==> src/logic/synth_pkg.sv <==
// constants, types and helpers shared by the clock synthesis block
// Notes on behaviour
// - reference input from pin or routing, selectable
// - feedback input from routing or pin, selectable
// - feedback multiplier raises reference to higher frequency
// - fractional multiplier with 16-bit fraction resolution
// - each output has its own divider
// - every divider accepts ratios 1 through 128
// - dividers may chain, ratios multiply
// - all four outputs reach clock network and routing
// - lock rises when locked, drops on loss
// - secondaries shift phase ahead or behind primary
package synth_pkg;

  // ---------------------------------------------------------------
  // widths and counts
  // ---------------------------------------------------------------
  localparam int N_OUT     = 4;
  localparam int FRAC_W    = 16;
  localparam int INT_W     = 8;
  localparam int DIV_W     = 8;
  localparam int PHASE_W   = 7;
  localparam int PERIOD_W  = 16;
  localparam int GOOD_W    = 4;

  localparam logic [DIV_W-1:0]    DIV_MIN      = 8'h01;
  localparam logic [DIV_W-1:0]    DIV_MAX      = 8'h80;
  localparam logic [GOOD_W-1:0]   LOCK_GOOD    = 4'h8;
  localparam logic [INT_W-1:0]    LOCK_TOL     = 8'h01;
  localparam logic [PERIOD_W-1:0] PERIOD_SAT   = 16'hFFFF;
  localparam logic [PERIOD_W-1:0] PERIOD_RST   = 16'h0000;

  // ---------------------------------------------------------------
  // lock tracking states
  // ---------------------------------------------------------------
  typedef enum logic [1:0] {
    ST_MEASURE = 2'b00,
    ST_ACQUIRE = 2'b01,
    ST_LOCKED  = 2'b10
  } lock_state_t;

  // out-of-range ratios are pulled to the nearest legal one
  function automatic logic [DIV_W-1:0] clamp_div(input logic [DIV_W-1:0] d);
    logic [DIV_W-1:0] r;
    r = d;
    if (d < DIV_MIN) begin
      r = DIV_MIN;
    end else if (d > DIV_MAX) begin
      r = DIV_MAX;
    end
    return r;
  endfunction

endpackage

==> src/logic/out_div_if.sv <==
// signals between the synthesis core and one output divider
`timescale 1ns/1ns
interface out_div_if;
  import synth_pkg::*;

  logic               tick_in;
  logic               sync;
  logic               advance;
  logic [DIV_W-1:0]   divide;
  logic [PHASE_W-1:0] phase;
  logic               tick_out;
  logic               level;

  modport core (
    output tick_in,
    output sync,
    output advance,
    output divide,
    output phase,
    input  tick_out,
    input  level
  );

  modport div (
    input  tick_in,
    input  sync,
    input  advance,
    input  divide,
    input  phase,
    output tick_out,
    output level
  );
endinterface

==> src/logic/clock_synth.sv <==
// fractional-n clock synthesis core with four divided outputs and lock tracking
`timescale 1ns/1ns
module clock_synth #(
  parameter int LOCK_TOL_P = 1
) (
  input  wire logic                                        clk,
  input  wire logic                                        arst_n,
  input  wire logic                                        reference_clock_in_pin,
  input  wire logic                                        reference_clock_in_route,
  input  wire logic                                        ref_from_route,
  input  wire logic                                        feedback_clock_in_pin,
  input  wire logic                                        feedback_clock_in_route,
  input  wire logic                                        fb_from_pin,
  input  wire logic [synth_pkg::INT_W-1:0]                 fb_mult_int,
  input  wire logic [synth_pkg::FRAC_W-1:0]                fb_mult_frac,
  input  wire logic [synth_pkg::N_OUT-1:0][synth_pkg::DIV_W-1:0]   out_divide,
  input  wire logic [synth_pkg::N_OUT-1:1]                 cascade_from_prev,
  input  wire logic [synth_pkg::N_OUT-1:1][synth_pkg::PHASE_W-1:0] phase_steps,
  input  wire logic [synth_pkg::N_OUT-1:1]                 phase_advance,
  output logic                                             primary_clock_out,
  output logic                                             secondary_clock_out_one,
  output logic                                             secondary_clock_out_two,
  output logic                                             secondary_clock_out_three,
  output logic [synth_pkg::N_OUT-1:0]                      route_clock_out,
  output logic                                             lock
);
  import synth_pkg::*;

  localparam int ACC_W = PERIOD_W + FRAC_W + 1;

  // ---------------------------------------------------------------
  // elaboration checks
  // ---------------------------------------------------------------
  if (INT_W > PERIOD_W) begin : g_chk_int
    $error("multiplier wider than reference period counter");
  end
  if (DIV_MAX >= (1 << DIV_W)) begin : g_chk_div
    $error("divider width cannot hold largest ratio");
  end
  if (LOCK_TOL_P < 0 || LOCK_TOL_P > 255) begin : g_chk_tol
    $error("lock tolerance out of range");
  end

  // ---------------------------------------------------------------
  // declarations
  // ---------------------------------------------------------------
  logic                  ref_sel;
  logic                  fb_sel;
  logic                  ref_prev_ff;
  logic                  fb_prev_ff;
  logic                  ref_rise;
  logic                  fb_rise;
  logic [PERIOD_W-1:0]   period_cnt_ff;
  logic [PERIOD_W-1:0]   period_ff;
  logic [INT_W:0]        fb_cnt_ff;
  logic [GOOD_W-1:0]     good_ff;
  lock_state_t           state_ff;
  lock_state_t           nxt_state;
  logic [GOOD_W-1:0]     nxt_good;
  logic                  fb_match;
  logic [INT_W:0]        fb_diff;
  logic                  lock_ff;
  logic                  sync_ff;
  logic [ACC_W-1:0]      acc_ff;
  logic [ACC_W-1:0]      acc_sum;
  logic [ACC_W-1:0]      acc_thr;
  logic [ACC_W-1:0]      acc_step;
  logic                  vco_tick_ff;
  logic [N_OUT-1:0]      clk_net_ff;
  logic [N_OUT-1:0]      route_ff;
  logic [N_OUT-1:0]      div_level;
  logic [N_OUT-1:0]      div_tick;

  // ---------------------------------------------------------------
  // input source selection
  // ---------------------------------------------------------------
  assign ref_sel  = ref_from_route ? reference_clock_in_route
                                   : reference_clock_in_pin;
  assign fb_sel   = fb_from_pin ? feedback_clock_in_pin
                                : feedback_clock_in_route;
  assign ref_rise = ref_sel & ~ref_prev_ff;
  assign fb_rise  = fb_sel & ~fb_prev_ff;

  always_ff @(posedge clk or negedge arst_n) begin
    if (!arst_n) begin
      ref_prev_ff <= 1'b0;
      fb_prev_ff  <= 1'b0;
    end else begin
      ref_prev_ff <= ref_sel;
      fb_prev_ff  <= fb_sel;
    end
  end

  // ---------------------------------------------------------------
  // reference period and feedback edge counts
  // ---------------------------------------------------------------
  always_ff @(posedge clk or negedge arst_n) begin
    if (!arst_n) begin
      period_cnt_ff <= PERIOD_RST;
      period_ff     <= PERIOD_RST;
    end else if (ref_rise) begin
      period_cnt_ff <= PERIOD_RST + 16'h0001;
      period_ff     <= period_cnt_ff;
    end else if (period_cnt_ff != PERIOD_SAT) begin
      period_cnt_ff <= period_cnt_ff + 16'h0001;
    end
  end

  // an edge that lands with the reference edge opens the next window
  always_ff @(posedge clk or negedge arst_n) begin
    if (!arst_n) begin
      fb_cnt_ff <= '0;
    end else if (ref_rise) begin
      fb_cnt_ff <= {{INT_W{1'b0}}, fb_rise};
    end else if (fb_rise && fb_cnt_ff != {(INT_W+1){1'b1}}) begin
      fb_cnt_ff <= fb_cnt_ff + {{INT_W{1'b0}}, 1'b1};
    end
  end

  // ---------------------------------------------------------------
  // lock tracking
  // ---------------------------------------------------------------
  always_comb begin
    if (fb_cnt_ff > {1'b0, fb_mult_int}) begin
      fb_diff = fb_cnt_ff - {1'b0, fb_mult_int};
    end else begin
      fb_diff = {1'b0, fb_mult_int} - fb_cnt_ff;
    end
    fb_match = (fb_diff <= (INT_W+1)'(LOCK_TOL_P)) && (fb_mult_int != '0);
  end

  always_comb begin
    nxt_state = state_ff;
    nxt_good  = good_ff;
    unique case (state_ff)
      ST_MEASURE: begin
        nxt_good = '0;
        if (ref_rise) begin
          nxt_state = ST_ACQUIRE;
        end
      end
      ST_ACQUIRE: begin
        if (period_cnt_ff == PERIOD_SAT) begin
          nxt_state = ST_MEASURE;
        end else if (ref_rise) begin
          if (!fb_match) begin
            nxt_good = '0;
          end else if (good_ff == LOCK_GOOD - 4'h1) begin
            nxt_state = ST_LOCKED;
          end else begin
            nxt_good = good_ff + 4'h1;
          end
        end
      end
      ST_LOCKED: begin
        nxt_good = '0;
        if (period_cnt_ff == PERIOD_SAT) begin
          nxt_state = ST_MEASURE;
        end else if (ref_rise && !fb_match) begin
          nxt_state = ST_ACQUIRE;
        end
      end
      default: begin
        nxt_state = ST_MEASURE;
        nxt_good  = '0;
      end
    endcase
  end

  always_ff @(posedge clk or negedge arst_n) begin
    if (!arst_n) begin
      state_ff <= ST_MEASURE;
      good_ff  <= '0;
    end else begin
      state_ff <= nxt_state;
      good_ff  <= nxt_good;
    end
  end

  // dividers are held aligned until lock so phases start from a known point
  always_ff @(posedge clk or negedge arst_n) begin
    if (!arst_n) begin
      lock_ff <= 1'b0;
      sync_ff <= 1'b1;
    end else begin
      lock_ff <= (nxt_state == ST_LOCKED);
      sync_ff <= (nxt_state != ST_LOCKED);
    end
  end

  // ---------------------------------------------------------------
  // fractional-n phase accumulator
  // ---------------------------------------------------------------
  // one tick per clk at most; a multiplier beyond that saturates
  assign acc_thr  = {1'b0, period_ff, {FRAC_W{1'b0}}};
  assign acc_step = ACC_W'({fb_mult_int, fb_mult_frac});
  assign acc_sum  = acc_ff + acc_step;

  always_ff @(posedge clk or negedge arst_n) begin
    if (!arst_n) begin
      acc_ff      <= '0;
      vco_tick_ff <= 1'b0;
    end else if (state_ff == ST_MEASURE || period_ff == PERIOD_RST) begin
      acc_ff      <= '0;
      vco_tick_ff <= 1'b0;
    end else if (acc_sum >= acc_thr) begin
      vco_tick_ff <= 1'b1;
      if (acc_step < acc_thr) begin
        acc_ff <= acc_sum - acc_thr;
      end
    end else begin
      acc_ff      <= acc_sum;
      vco_tick_ff <= 1'b0;
    end
  end

  // ---------------------------------------------------------------
  // output dividers
  // ---------------------------------------------------------------
  for (genvar i = 0; i < N_OUT; i++) begin : g_div
    out_div_if div_bus ();

    if (i == 0) begin : g_prim
      assign div_bus.tick_in = vco_tick_ff;
      assign div_bus.advance = 1'b0;
      assign div_bus.phase   = '0;
    end else begin : g_sec
      assign div_bus.tick_in = cascade_from_prev[i] ? div_tick[i-1]
                                                    : vco_tick_ff;
      assign div_bus.advance = phase_advance[i];
      assign div_bus.phase   = phase_steps[i];
    end
    assign div_bus.sync   = sync_ff;
    assign div_bus.divide = out_divide[i];
    assign div_level[i]   = div_bus.level;
    assign div_tick[i]    = div_bus.tick_out;

    out_divider u_div (
      .clk     (clk),
      .arst_n  (arst_n),
      .port_if (div_bus.div)
    );
  end

  // ---------------------------------------------------------------
  // output registers
  // ---------------------------------------------------------------
  // separate copies so the network and routing loads stay independent
  always_ff @(posedge clk or negedge arst_n) begin
    if (!arst_n) begin
      clk_net_ff <= '0;
      route_ff   <= '0;
    end else begin
      clk_net_ff <= div_level;
      route_ff   <= div_level;
    end
  end

  assign primary_clock_out         = clk_net_ff[0];
  assign secondary_clock_out_one   = clk_net_ff[1];
  assign secondary_clock_out_two   = clk_net_ff[2];
  assign secondary_clock_out_three = clk_net_ff[3];
  assign route_clock_out           = route_ff;
  assign lock                      = lock_ff;
endmodule

==> src/logic/out_divider.sv <==
// one output divider with phase preload
`timescale 1ns/1ns
module out_divider (
  input  wire logic clk,
  input  wire logic arst_n,
  out_div_if.div    port_if
);
  import synth_pkg::*;

  logic [DIV_W-1:0]   cnt_ff;
  logic               tick_ff;
  logic               level_ff;
  logic [DIV_W-1:0]   div_eff;
  logic [DIV_W-1:0]   ph_eff;
  logic [DIV_W-1:0]   nxt_preload;
  logic               skip_ff;
  logic               nxt_skip;

  // ---------------------------------------------------------------
  // ratio and phase decode
  // ---------------------------------------------------------------
  always_comb begin
    div_eff = clamp_div(port_if.divide);
    ph_eff  = {1'b0, port_if.phase};
    if (ph_eff >= div_eff) begin
      ph_eff = div_eff - DIV_MIN;
    end
    // a preload of k wraps k ticks early; delay uses the complement
    // a delayed output skips its first toggle, else it runs half a period late
    if (port_if.advance || ph_eff == '0) begin
      nxt_preload = ph_eff;
      nxt_skip    = 1'b0;
    end else begin
      nxt_preload = div_eff - ph_eff;
      nxt_skip    = 1'b1;
    end
  end

  // ---------------------------------------------------------------
  // counter
  // ---------------------------------------------------------------
  always_ff @(posedge clk or negedge arst_n) begin
    if (!arst_n) begin
      cnt_ff   <= '0;
      tick_ff  <= 1'b0;
      level_ff <= 1'b0;
      skip_ff  <= 1'b0;
    end else if (port_if.sync) begin
      cnt_ff   <= nxt_preload;
      tick_ff  <= 1'b0;
      level_ff <= 1'b0;
      skip_ff  <= nxt_skip;
    end else begin
      tick_ff <= 1'b0;
      if (port_if.tick_in) begin
        if (cnt_ff >= div_eff - DIV_MIN) begin
          cnt_ff   <= '0;
          tick_ff  <= ~skip_ff;
          level_ff <= level_ff ^ ~skip_ff;
          skip_ff  <= 1'b0;
        end else begin
          cnt_ff <= cnt_ff + DIV_MIN;
        end
      end
    end
  end

  assign port_if.tick_out = tick_ff;
  assign port_if.level    = level_ff;
endmodule

==> config.mk <==
export PLATFORM = sky130hd
export DESIGN_NAME = clock_synth
export DESIGN_NICKNAME = d
export VERILOG_FILES = /design/src/logic/synth_pkg.sv /design/src/logic/out_div_if.sv /design/src/logic/clock_synth.sv /design/src/logic/out_divider.sv
export SDC_FILE = /design/constraint.sdc
export NUM_CORES = 1
export LEC_CHECK = 0
export BUFFER_PORTS_ARGS = -buffer_cell sky130_fd_sc_hd__buf_4
export CAP_MARGIN = 20
export CORE_MARGIN = 2
export CORE_UTILIZATION = 49
export CTS_BUF_LIST = sky130_fd_sc_hd__clkbuf_16
export DETAILED_ROUTE_END_ITERATION = 12
export PLACE_DENSITY = 0.75
export SYNTH_ARGS = -nofsm -noshare
export SYNTH_HDL_FRONTEND = slang
export SYNTH_SLANG_ARGS = --single-unit
==> constraint.sdc <==
create_clock -name clk -period 7.4 [get_ports clk]
set_input_delay 1.48 -clock clk [delete_from_list [all_inputs] [get_ports clk]]
set_output_delay 1.48 -clock clk [all_outputs]
set_load 0.05 [all_outputs]
==> impl_metrics.tcl <==
set metrics [dict create \
    root_buffer "clkbuf_16" \
    synth_top_area_cell "dfrtp_1" \
    p_leak_uw 0.00694 \
    die_y_um 166 \
    synth.cell_area_mm2 0.0128 \
    crit_start "fb_mult_frac[0]" \
    use_met2 0.375 \
    routed_wl_mm 30.8 \
    drv_slew 0 \
    dp_hpwl_mm 23.4 \
    status "complete, no violations" \
    hold_class "flip-flop to flip-flop" \
    p_int_uw 2510 \
    rows 59 \
    synth.area.top_cells "dfrtp_1 (26%), ha_1 (15%), a21oi_1 (4.5%)" \
    switching_share 0.432 \
    post_cts_buffers 0 \
    path_max_fanout 11 \
    wl_per_cell_um 15.5 \
    fin_crit_sh 0.915 \
    drive_gt1_frac 0.108 \
    async_flop_share 1.00 \
    use_met1 0.307 \
    irDropWorstVdd_mv 0.234 \
    netlist_instances 1559 \
    ys.flop_type "dfrtp_1" \
    nets 1887 \
    drt_iter0_markers 895 \
    cap_violations 0 \
    use_met3 0.0275 \
    antenna_found_initial 0 \
    comb_power_share 0.569 \
    dp_slack_ps 321 \
    avgViaCountPerCell 5.79 \
    crit_arrival_ps 7050 \
    die_w_um 166 \
    cts_resized 0 \
    io_buffer_count 99 \
    vias 11500 \
    synth_warnings 0 \
    tightest_slew_ps 953 \
    setup_tns_ps 0 \
    ys_ff_latch 132 \
    initial_core_util 0.495 \
    cts_sinks 132 \
    groute.usage.overall 0.223 \
    synthDistinctLibCells 88 \
    reg2reg_depth 21 \
    core_area_mm2 0.0258 \
    crit_path_start_kind "input port" \
    fill_cells 2398 \
    grt_pass1_vias 10600 \
    cts_tree "yes" \
    max_freq_mhz 148 \
    cts.clk_slew.worst_paths_ps 60 \
    synth_edf_count 0 \
    hold_viol_final 0 \
    seq_area_frac_synth 0.258 \
    pwr-share-seq 0.226 \
    cp_cell_sequence "buf_4, ha_1, fa_1, a211oi_1, o21a_1, o31a_1, a21boi_0, nor3_1, o21bai_1, a21o_1, a31oi_1, xnor2_1, ha_1, and3_1, nand4b_1, nor4_1, nand4_1, or4b_1, or3b_1, nand2_1, mux2i_1, nor2_1" \
    drc_errors 0 \
    rsz0062_at_grt "no" \
    grt_pass1_wl_mm 50.3 \
    fin_ws_ps 628 \
    avgSynthCellArea_um2 8.20 \
    relSlewSlack 0.362 \
    mostFrequentLayoutCell "ha_1" \
    power_uw 4420 \
    r2r_end "acc_ff[28]" \
    cpMostUsedCell "ha_1" \
    finish.utilization 0.558 \
    regToRegSetupSlack_ps 1420 \
    finClkSkew_ps 7.67 \
    antenna_left 0 \
    syn2layout_area_growth_pct 12.8 \
    switchingPower_uw 1910 \
    slowest_stage "or4b_1" \
    cts_buffers 17 \
    grt_busiest_layer "met2" \
    grt_max_degree 72 \
    holdBufCountCts 0 \
    cts.path.max_buffers 2 \
    critical_path.max_stage_delay_ps 540 \
    critPathKind "input port to flip-flop" \
    hold-worst-slack_ps 394 \
    n_antenna_cell 0 \
    die_area_mm2 0.0274 \
    gp_congestion 0.928 \
    clk-insertion-delay-late_ps 420 \
    clkPwrFrac 0.205 \
    overflow 0 \
    min_period_ps 6770 \
    power_density_mw_per_mm2 307 \
    r2r-start "acc_ff[0]" \
    io_pins 100 \
    end_kind "flip-flop" \
    crit_path_end "acc_ff[28]" \
    required_ps 7680 \
    cts.htree.levels 4 \
    drtPass1Iterations 5 \
    setup_violations 0 \
    layout_common_cells "ha_1 (151), nand2_1 (136), nor2_1 (131), dfrtp_1 (131), a21oi_1 (114)" \
    synth_top_area_share 0.256 \
]
==> worst min-delay path by stage <==
stage / cells after the start / startpoint / slack [ps] / endpoint
finish: 0 / g_div[2].u_div.port_if.level / 390 / route_clock_out[2]
global route: 0 / g_div[2].u_div.port_if.level / 400 / route_clock_out[2]
global placement: 0 / g_div[3].u_div.port_if.level / 380 / route_clock_out[3]
detailed placement: 0 / g_div[2].u_div.port_if.level / 380 / route_clock_out[2]
CTS: 0 / g_div[2].u_div.port_if.level / 390 / route_clock_out[2]
floorplan: 0 / g_div[3].u_div.port_if.level / 360 / route_clock_out[3]
==> cell families after synthesis <==
family                     after synthesis  share of synthesized area
and+or+nand+nor                        555                      0.216
AOI/OAI and AO/OA                      414                      0.212
adders and majority gates              158                      0.159
buffers and inverters                  157                     0.0516
DFF                                    132                      0.258
xor gates and xnor gates                94                     0.0644
muxes                                   48                     0.0383
other                                    1                   0.000293
==> flip-flops by register name, indices dropped and copies added, names as in the netlist <==
name / cells
fb_prev_ff: 1
acc_ff: 33
g_div.div_bus.sync: 1
period_cnt_ff: 16
ref_prev_ff: 1
state_ff: 2
good_ff: 4
g_div.u_div.skip_ff: 4
g_div.u_div.port_if.tick_out: 3
route_clock_out: 4
g_div.u_div.port_if.level: 4
period_ff: 16
g_div.div_bus.tick_in: 1
lock: 1
fb_cnt_ff: 9
g_div.u_div.cnt_ff: 32
==> cells in the mapped netlist (8+ instances only) <==
master,instances
a21o_1,51
dfrtp_1,131
and3_1,19
xnor2_1,52
ha_1,151
xor2_1,42
or2_2,10
o21ai_1,8
nor2_1,132
clkbuf_1,34
a211oi_1,16
o21ai_0,98
mux2i_1,41
nand3_1,43
nor2b_1,34
a31oi_1,18
nand2_1,136
nor3_1,40
nor3b_1,14
nor4_1,20
nand2b_1,43
inv_1,106
a211o_1,9
or3_1,15
a21oi_1,114
o211ai_1,11
nand4_1,19
==> routing by layer <==
layer	up-vias	wire length (um)
met5	-	0
met4	0	502
met3	36	948
met2	208	14800
met1	5502	14500
li1	5759	-
==> power by group through the flow <==
stage | registers (uW) | clock network (uW) | logic [uW]
global route | 1020 | 955 | 2800
detailed placement | 1010 | 0 | 2470
finish | 1000 | 905 | 2520
CTS | 998 | 922 | 2490
floorplan | 964 | 0 | 1970
global placement | 1010 | 0 | 2400
==> cell type report <==
class / instances / area (um^2) / share of cell area
Tap cell: 335 / 419 / 0.0291
Timing Repair Buffer: 108 / 825 / 0.0572
Inverter: 106 / 398 / 0.0276
Sequential cell: 132 / 3300 / 0.229
Multi-Input combinational cell: 1273 / 8850 / 0.614
Clock buffer: 17 / 425 / 0.0295
Clock inverter: 15 / 201 / 0.0140
==> through the flow <==
stage               instance area (um^2)  instances
floorplan                          12800       1562
global placement                   13800       1951
detailed placement                 13800       1952
CTS                                14400       1984
global route                       14400       1986
finish                             14400       1986
==> critical path: cells and delay by family <==
kind            cells  cell delay [ps]
buf+inv             1              110
fa+ha+maj           3              970
simple gates        9             2550
compound gates      7             1580
mux                 1              250
xor+xnor            1              110
Note: power is estimated with default switching activity, not from simulation.
